## src/oapl_pkg.sv

```systemverilog
/*
  Package for the or-into-file / pointer-load decoder: opcode fields,
  encodings, address limits, phase count and reset values.
  Assumes a 16-bit instruction word and an 8-bit data path.
*/
`default_nettype none
package oapl_pkg;
  localparam logic [3:0]  OP_OR_HI        = 4'h1;
  localparam logic [1:0]  OP_OR_MID       = 2'h0;
  localparam logic [7:0]  OP_PTR_HI       = 8'hEE;
  localparam logic [1:0]  OP_PTR_MID      = 2'h0;
  localparam logic [7:0]  OP_PTR_W2_HI    = 8'hF0;
  localparam logic [7:0]  INDEXED_LIMIT   = 8'h5F;
  localparam logic [3:0]  ACCESS_BANK_LO  = 4'h0;
  localparam logic [3:0]  ACCESS_BANK_HI  = 4'hF;
  localparam logic [7:0]  ACCESS_SPLIT    = 8'h60;
  localparam logic [1:0]  PTR_COUNT       = 2'h3;
  localparam logic [1:0]  PHASE_LAST      = 2'h3;
  localparam logic [7:0]  WORK_RESET      = 8'h00;
  localparam logic [11:0] PTR_RESET       = 12'h000;
  localparam int          DIR_BIT         = 9;
  localparam int          ACC_BIT         = 8;
  typedef enum logic [1:0] {OAPL_PH_DECODE, OAPL_PH_READ, OAPL_PH_PROC, OAPL_PH_WRITE}
    oapl_phase_t;
  typedef enum logic [1:0] {OAPL_IDLE, OAPL_OR, OAPL_PTR1, OAPL_PTR2} oapl_state_t;
endpackage
`default_nettype wire

```

## src/oapl_ptr_reg.sv

```systemverilog
/*
  One 12-bit indirect pointer split into high nibble and low byte.
  Assumes the loads are one-cycle enables from the decoder.
*/
`default_nettype none
module oapl_ptr_reg (
  input  wire logic       clk,
  input  wire logic       rst,
  input  wire logic       load_high,
  input  wire logic       load_low,
  input  wire logic [3:0] high_in,
  input  wire logic [7:0] low_in,
  output logic      [11:0] ptr
);
  always_ff @(posedge clk or posedge rst) begin
    if (rst) begin
      ptr[11:8] <= oapl_pkg::PTR_RESET[11:8];
    end else if (load_high) begin
      ptr[11:8] <= high_in;
    end
  end
  always_ff @(posedge clk or posedge rst) begin
    if (rst) begin
      ptr[7:0] <= oapl_pkg::PTR_RESET[7:0];
    end else if (load_low) begin
      ptr[7:0] <= low_in;
    end
  end
endmodule // oapl_ptr_reg
`default_nettype wire

```

## src/oapl_core.sv

```systemverilog
/*
  Decode and execute of or-into-file and load-pointer-literal in a
  four-phase instruction cycle. Assumes instr is stable for a whole
  cycle and presented when instr_valid is high at phase decode; the
  file memory answers file_rdata combinationally to file_addr.
*/
// Behaviour
// - or work with file byte, flags N Z
// - direction bit picks work or file
// - access bit picks access or bank select
// - extended set: low addresses use indexed offset
// - load 12-bit literal into pointer 0..2
// - two words: high nibble, then low byte
`default_nettype none
module oapl_core (
  input  wire logic        clk,
  input  wire logic        rst,
  input  wire logic [15:0] instr,
  input  wire logic        instr_valid,
  input  wire logic [3:0]  bank_select_register,
  input  wire logic        extended_enable,
  input  wire logic [7:0]  file_rdata,
  output logic      [11:0] file_addr,
  output logic      [7:0]  file_wdata,
  output logic             file_we,
  output logic      [7:0]  work_reg,
  output logic             flag_negative,
  output logic             flag_zero,
  output logic      [11:0] indirect_pointer0,
  output logic      [11:0] indirect_pointer1,
  output logic      [11:0] indirect_pointer2,
  output logic      [1:0]  phase,
  output logic             busy,
  output logic             illegal
);
  oapl_pkg::oapl_phase_t phase_reg;
  oapl_pkg::oapl_state_t state_reg;
  oapl_pkg::oapl_state_t state_next;
  logic [15:0] ir_reg;
  logic [7:0]  result_reg;
  logic [1:0]  sel_reg;
  logic [3:0]  khigh_reg;
  logic        is_or;
  logic        is_ptr;
  logic        is_w2;
  logic        at_end;
  logic [7:0]  faddr;
  logic [11:0] ptrs [3];
  logic [2:0]  ld_hi;
  logic [2:0]  ld_lo;
  logic [11:0] addr_next;

  assign faddr  = ir_reg[7:0];
  assign at_end = (phase_reg == oapl_pkg::OAPL_PH_WRITE);
  assign is_or  = (instr[15:12] == oapl_pkg::OP_OR_HI) &&
                  (instr[11:10] == oapl_pkg::OP_OR_MID);
  // selector 3 decodes as no instruction at all
  assign is_ptr = (instr[15:8] == oapl_pkg::OP_PTR_HI) &&
                  (instr[7:6] == oapl_pkg::OP_PTR_MID) &&
                  (instr[5:4] != oapl_pkg::PTR_COUNT);
  assign is_w2  = (instr[15:8] == oapl_pkg::OP_PTR_W2_HI);
  assign phase  = phase_reg;
  assign busy   = (state_reg != oapl_pkg::OAPL_IDLE);

  always_ff @(posedge clk or posedge rst) begin
    if (rst) begin
      phase_reg <= oapl_pkg::OAPL_PH_DECODE;
    end else begin
      phase_reg <= oapl_pkg::oapl_phase_t'(phase_reg + 2'h1);
    end
  end

  // a new word is only decoded at the decode phase
  always_comb begin
    state_next = state_reg;
    case (state_reg)
      oapl_pkg::OAPL_IDLE, oapl_pkg::OAPL_OR: begin
        if (at_end) begin
          state_next = oapl_pkg::OAPL_IDLE;
        end
        if (phase_reg == oapl_pkg::OAPL_PH_DECODE && instr_valid) begin
          if (is_or) begin
            state_next = oapl_pkg::OAPL_OR;
          end else if (is_ptr) begin
            state_next = oapl_pkg::OAPL_PTR1;
          end else begin
            state_next = oapl_pkg::OAPL_IDLE;
          end
        end
      end
      oapl_pkg::OAPL_PTR1: begin
        if (at_end) begin
          state_next = oapl_pkg::OAPL_PTR2;
        end
      end
      oapl_pkg::OAPL_PTR2: begin
        if (at_end) begin
          state_next = oapl_pkg::OAPL_IDLE;
        end
      end
      default: state_next = oapl_pkg::OAPL_IDLE;
    endcase
  end

  always_ff @(posedge clk or posedge rst) begin
    if (rst) begin
      state_reg <= oapl_pkg::OAPL_IDLE;
    end else begin
      state_reg <= state_next;
    end
  end

  // second pointer word latched at its own decode phase
  always_ff @(posedge clk or posedge rst) begin
    if (rst) begin
      ir_reg <= 16'h0000;
    end else if (phase_reg == oapl_pkg::OAPL_PH_DECODE &&
                 (instr_valid || state_reg == oapl_pkg::OAPL_PTR2)) begin
      ir_reg <= instr;
    end
  end

  always_ff @(posedge clk or posedge rst) begin
    if (rst) begin
      illegal <= 1'b0;
    end else if (phase_reg == oapl_pkg::OAPL_PH_DECODE) begin
      illegal <= (state_reg == oapl_pkg::OAPL_PTR2) ? !is_w2 : 1'b0;
    end
  end

  // bank select only for banked access, indexed mode for low offsets
  always_comb begin
    addr_next = 12'h000;
    if (ir_reg[oapl_pkg::ACC_BIT]) begin
      addr_next = {bank_select_register, faddr};
    end else if (extended_enable && faddr <= oapl_pkg::INDEXED_LIMIT) begin
      addr_next = 12'(ptrs[2] + {4'h0, faddr});
    end else if (faddr < oapl_pkg::ACCESS_SPLIT) begin
      addr_next = {oapl_pkg::ACCESS_BANK_LO, faddr};
    end else begin
      addr_next = {oapl_pkg::ACCESS_BANK_HI, faddr};
    end
  end

  // loaded at the end of the read phase and held, so the memory answer settles in phase 2
  always_ff @(posedge clk or posedge rst) begin
    if (rst) begin
      file_addr <= 12'h000;
    end else if (state_reg == oapl_pkg::OAPL_OR && phase_reg == oapl_pkg::OAPL_PH_READ) begin
      file_addr <= addr_next;
    end
  end

  always_ff @(posedge clk or posedge rst) begin
    if (rst) begin
      result_reg <= 8'h00;
    end else if (state_reg == oapl_pkg::OAPL_OR && phase_reg == oapl_pkg::OAPL_PH_PROC) begin
      result_reg <= work_reg | file_rdata;
    end
  end

  assign file_wdata = result_reg;
  // strobe only in the last phase, address and data already settled
  assign file_we = (state_reg == oapl_pkg::OAPL_OR) && at_end &&
                   ir_reg[oapl_pkg::DIR_BIT];

  always_ff @(posedge clk or posedge rst) begin
    if (rst) begin
      work_reg <= oapl_pkg::WORK_RESET;
    end else if (state_reg == oapl_pkg::OAPL_OR && at_end && !ir_reg[oapl_pkg::DIR_BIT]) begin
      work_reg <= result_reg;
    end
  end

  // pointer load leaves the flags alone
  always_ff @(posedge clk or posedge rst) begin
    if (rst) begin
      flag_negative <= 1'b0;
      flag_zero     <= 1'b0;
    end else if (state_reg == oapl_pkg::OAPL_OR && at_end) begin
      flag_negative <= result_reg[7];
      flag_zero     <= (result_reg == 8'h00);
    end
  end

  always_ff @(posedge clk or posedge rst) begin
    if (rst) begin
      sel_reg <= 2'h0;
    end else if (state_reg == oapl_pkg::OAPL_PTR1 && phase_reg == oapl_pkg::OAPL_PH_READ) begin
      sel_reg <= ir_reg[5:4];
    end
  end

  always_ff @(posedge clk or posedge rst) begin
    if (rst) begin
      khigh_reg <= 4'h0;
    end else if (state_reg == oapl_pkg::OAPL_PTR1 && phase_reg == oapl_pkg::OAPL_PH_READ) begin
      khigh_reg <= ir_reg[3:0];
    end
  end

  // low byte held back if the second word is malformed
  for (genvar i = 0; i < 3; i++) begin : g_ptr
    assign ld_hi[i] = (state_reg == oapl_pkg::OAPL_PTR1) && at_end &&
                      (sel_reg == 2'(i));
    assign ld_lo[i] = (state_reg == oapl_pkg::OAPL_PTR2) && at_end &&
                      (sel_reg == 2'(i)) && !illegal;
    oapl_ptr_reg u_ptr (
      .clk       (clk),
      .rst       (rst),
      .load_high (ld_hi[i]),
      .load_low  (ld_lo[i]),
      .high_in   (khigh_reg),
      .low_in    (ir_reg[7:0]),
      .ptr       (ptrs[i])
    );
  end

  assign indirect_pointer0 = ptrs[0];
  assign indirect_pointer1 = ptrs[1];
  assign indirect_pointer2 = ptrs[2];
endmodule // oapl_core
`default_nettype wire

```

## config.mk

```make
export PLATFORM = sky130hd
export DESIGN_NAME = oapl_core
export DESIGN_NICKNAME = d
export VERILOG_FILES = /design/src/oapl_pkg.sv /design/src/oapl_ptr_reg.sv /design/src/oapl_core.sv
export SDC_FILE = /design/constraint.sdc
export NUM_CORES = 1
export LEC_CHECK = 0
export BUFFER_PORTS_ARGS = -buffer_cell sky130_fd_sc_hd__buf_2
export CAP_MARGIN = 20
export CORE_ASPECT_RATIO = 0.5
export CORE_UTILIZATION = 52
export DETAILED_ROUTE_END_ITERATION = 6
export HOLD_SLACK_MARGIN = 0.12
export PLACE_DENSITY = 0.9
export SETUP_SLACK_MARGIN = 0.5
export SLEW_MARGIN = 40
export SYNTH_ARGS = -nofsm -noshare
export SYNTH_HDL_FRONTEND = slang
export SYNTH_SLANG_ARGS = --single-unit
```

## constraint.sdc

```tcl
create_clock -name clk -period 5.8 [get_ports clk]
set_clock_uncertainty 0.1 [all_clocks]
set_input_delay 0.87 -clock clk [delete_from_list [all_inputs] [get_ports clk]]
set_output_delay 0.87 -clock clk [all_outputs]
set_load 0.02 [all_outputs]
```

[Word level (Yosys, flattened, before mapping)]
Index checks and enable logic that the tools add are counted.
Word-level totals
  bits in registers: 87
  bits of input ports: 32
  output and inout bits: 71
  logic and storage cells: 80
Operators by class
  add/subtract/negate cells: 2
  magnitude comparators: 2
  equality and inequality tests: 13
  muxes and demuxes: 10
  bitwise operators: 1
  reductions and logical operators: 35
Operators with widths (count)
  $mux 12: 3
  $logic_and 1x1->1: 23
  $eq 8x8->1 const B: 2
  $add 12x8->12: 1
  $eq 2x2->1 const B: 5
  $logic_not 2->1: 5
  $mux 2: 5
  $le 8x7->1 const B: 1
  $logic_not 8->1: 1
  $lt 8x7->1 const B: 1
  $or 8x8->8: 1
  $eq 2x1->1 const B: 3
  $pmux 2 s3: 1
  $eq 4x1->1 const B: 1
  $ne 2x2->1 const B: 2
  $logic_not 1->1: 3
  $add 2x1->2 const B: 1
  $reduce_bool 2->1: 1
  $reduce_or 2->1: 1
  $logic_or 1x1->1: 1
  $mux 1: 1

[Longest topological paths before layout]
  depth in word-level cells: 7
  depth in mapped cells: 9
  depth with buffers taken out: 9

[Cells and area by module]
A second synthesis with hierarchy kept.
Second synthesis, totals
  cells, all modules: 347
  area total of the unflattened synthesis: 4174.0 um^2
By module, submodules not included
  oapl_core: times used 1, cells an instance 269, area each 2732.6 um^2, sequential area each 1276.2 um^2
  oapl_ptr_reg: times used 3, cells an instance 26, area each 480.5 um^2, sequential area each 300.3 um^2

[Worst setup path after synthesis]
No wires, ideal clock.
  kind: register to output
  start point: register phase_reg[1] (netlist: phase[1])
  end point: output file_we
  arrival: 1513 ps
  data required time: 4830 ps
  slack: 3317 ps
  cell stages (with the launch flop): 6
  buffers on the path: 1
  path through: dfrtp_1 > ha_1 > nand2_2 > or2_1 > buf_2 > nor2_1
Between the ends
  cells in the longest elaborated chain, start to end: 3
RTL lines
  start, declared: line oapl_core.sv:36  | oapl_pkg::oapl_phase_t phase_reg;
  start signal, assigned: line oapl_core.sv:67  | phase_reg <= oapl_pkg::OAPL_PH_DECODE;
  start signal, assigned: line oapl_core.sv:69  | phase_reg <= oapl_pkg::oapl_phase_t'(phase_reg + 2'h1);
  $eq 2x2->1: line oapl_core.sv:54  | assign at_end = (phase_reg == oapl_pkg::OAPL_PH_WRITE);
  $logic_and 1x1->1 (2 in a row): line oapl_core.sv:164  | assign file_we = (state_reg == oapl_pkg::OAPL_OR) && at_end &&
  end, declared: line oapl_core.sv:25  | output logic file_we,
No other way between the ends.

[Worst setup path after layout]
  start point: register phase_reg[0] (netlist: phase[0])
  end point: output file_we
The elaborated chain is that of the path after synthesis.

==> out/results.tsv <==
stage	metric	value	unit
sta	fmax	357	MHz
clocking	clkSinkCount	87	
yosys	synthCells	335	
worst_setup_path	critPathLaunchType	register	
placed_design	dpl_cell_area	4640	um2
power	p_leak	2.60	nW
sta	max-slew-margin-rel	48.8	%
yosys	async_reset_ff_share	100	%
job	drv_cap	0	
layout	largest_reg_flops	36	
yosys	synth-simple-area-share	12.6	%
global_route	grt_remaining_overflow	0	
worst_setup_path	cp-end-kind	primary output	
yosys	synthMuxAreaShare	16.9	%
route	wl_per_cell	15.7	um
layout	multi_input_area	1780	um2
route	routed-via-count	2944	
sta	hold_viol_final	0	
layout	finish.instance_area	4930	um2
clocking	cts_resized	0	
worst_setup_path	crit_buf_inv	1	
clocking	clockRootBuffer	clkbuf_16	
placed_design	port_buffers	102	
layout	syn_to_final_growth	22.3	%
yosys	ys.flop_type	dfrtp_1	
global_route	grt_pass1_vias	2847	
layout	n_fill_cell	548	
global_route	grt_pass1_wl	14000	um
yosys	synth_compound_area_share	9.22	%
worst_setup_path	slowest_delay	400	ps
floorplan	die_x	127	um
route	avgViaCountPerCell	5.41	
yosys	synthesis.nets	380	
floorplan	dieArea	8130	um2
worst_setup_path	critPathSlowestCell	dfrtp_1	
sta	rsz0062_at_grt	no	
floorplan	core-area	7400	um2
yosys	netlist_area	4030	um2
sta	period_minus_slack	2800	ps
clocking	worstSkewPairLatency	340	ps
min_path	hold_class	reg -> reg	
global_route	track_usage	22.7	%
power	ir_worst_vdd	0.000164	V
yosys	synth_top_family_by_area	multiplexers	
yosys	synth-xor-area-share	1.30	%
yosys	synth-seq-area-share	54.0	%
layout	final-seq-area	2180	um2
worst_setup_path	critPathKind	reg -> out	
floorplan	chipHeight	64.3	um
clocking	numCtsBuffers	9	
sta	worst_pin_slew	765	ps
clocking	post_cts_buffers	0	
layout	drive_gt1_share	40.8	%
clocking	clock_path_buffers	2	
clocking	cts_tree	built	
yosys	synth-seq-cells	87	
layout	final_cells	544	
floorplan	initial_core_util	54.4	%
route	drt_iter0_markers	175	
sta	timing.final.crit_share	48.3	%
power	p_total	1.30	mW
placed_design	dpl.cell_count	528	
route	first_pass_iters	6	
clocking	htreeDepth	3	
sta	fin_tns_setup	0	ps
power	powerDensity	264	nW/um2
clocking	postCtsHoldBufs	0	
clocking	clkTransAtPathRegs	60	ps
yosys	yosys.area_share.adder	4.22	%
sta	setup_violations	0	
worst_setup_path	crit_path_max_fanout	5	
route	postRouteAntennaNets	0	
global_route	antenna_found_initial	0	
sta	slew_violations	0	
route	wirelength	8540	um
yosys	synth_cell_types	53	
layout	fin_nets	488	
layout	antennaDiodeCount	0	
floorplan	rows	22	
worst_setup_path	crit_chain	ha_1 > nand2_2 > or2_1 > nor2_1 > buf_2	
worst_setup_path	cpLargestDelayFamily	simple AND/OR/NAND/NOR gates	
yosys	synth-edff-count	0	
global_route	grt_start_max_net_pins	88	
worst_setup_path	required	4830	ps
placed_design	place.gp.congestion	0.830	
route	drc	0	
status	status	finished clean	
yosys	synth_area_per_cell	12.0	um2
floorplan	ios	103	
placed_design	hpwlAfterDp	6170	um
worst_setup_path	crit_arrival	1830	ps
yosys	ys_warn_count	0	
-- per-layer routing --
metal | wire length, um | part of all wire (%) | global-route usage [%] | vias up
li1 | - | - | - | 1415
met1 | 3980 | 47 | 29.1 | 1433
met2 | 3990 | 47 | 37.5 | 83
met3 | 442 | 5.2 | 6.11 | 13
met4 | 131 | 1.5 | 7.98 | 0
met5 | 0 | 0 | 0 | -
-- cell type report --
class | count | share of cell area (%)
repair buffers | 103 | 10.6
multi-input cells | 231 | 36.2
flip-flops and latches | 87 | 44.2
well taps | 96 | 2.44
clock buffers | 10 | 4.85
inverters | 11 | 0.863
clock inverters | 6 | 0.888
-- worst reg2reg max path, stage by stage, from the launching register on --
cell and delay (ps):
dfrtp_1 440, ha_1 200, inv_1 50, fa_1 410
nor2b_4 150, o2111ai_1 170, a21oi_1 290, o21ai_0 160
a31oi_1 200, o31ai_1 90
-- through the flow --
step	hold WS, ps	setup slack (ps)	utilization [%]
final	379	3000	66.6
after global routing	413	2950	66.6
after CTS	381	3010	66.5
after detailed placement	367	3400	62.7
after global placement	361	3450	62.7
after floorplan	378	2580	-
-- synth_stat cells, types with 3 or more instances --
master / count / area share (%)
dfrtp_1: 87 / 54
xor2_1: 5 / 1.1
inv_1: 11 / 1.0
a31oi_1: 4 / 0.62
ha_1: 12 / 3.7
nand2_1: 35 / 3.3
a21oi_1: 14 / 1.7
nor4_1: 3 / 0.47
a21o_1: 3 / 0.56
mux2_2: 49 / 14
mux2i_1: 4 / 0.99
nor2_1: 14 / 1.3
mux2_1: 8 / 2.2
clkbuf_1: 3 / 0.28
nand2b_1: 7 / 1.1
o31ai_1: 3 / 0.56
o21ai_0: 24 / 3.0
nor2b_1: 4 / 0.62
-- logic make-up (layout without fill, tap and decap cells) --
group	Yosys count	after routing
adders and majority gates	13	13
muxes	61	61
DFF	87	87
buffers and inverters	17	130
AOI/OAI and AO/OA	62	62
and+or+nand+nor	89	89
xor gates and xnor gates	6	6
-- path summary, 6_finish.rpt --
check,slack (ps),start,endpoint,depth (start not counted)
max in group asynchronous,4500,rst,g_ptr[1].u_ptr.ptr[11],3
min,380,file_addr[2],file_addr[2],2
min in group asynchronous,590,rst,work_reg[3],3
max reg2reg,3390,ir_reg[0],file_addr[8],9
max,3000,phase[0],file_we,5
min reg2reg,380,file_addr[2],file_addr[2],2
-- cells in the final DEF (no fill, tap or decap), drive strengths merged, types with 5 or more instances in the layout --
| cell type | instances |
|---|---|
| o21ai | 27 |
| a21oi | 15 |
| xor2 | 5 |
| clkbuf | 11 |
| ha | 12 |
| dfrtp | 87 |
| inv | 12 |
| mux2 | 57 |
| nor2 | 15 |
| nor2b | 5 |
| nand2 | 37 |
| nand2b | 7 |
| buf | 102 |
-- power breakdown --
part | total (mW) | leakage [nW] | switching [mW] | internal (mW)
Clock | 0.542 | 0.139 | 0.238 | 0.304
Combinational | 0.106 | 1.37 | 0.0629 | 0.0432
Sequential | 0.652 | 1.10 | 0.0247 | 0.628
Note: power is estimated with default switching activity, not from simulation.
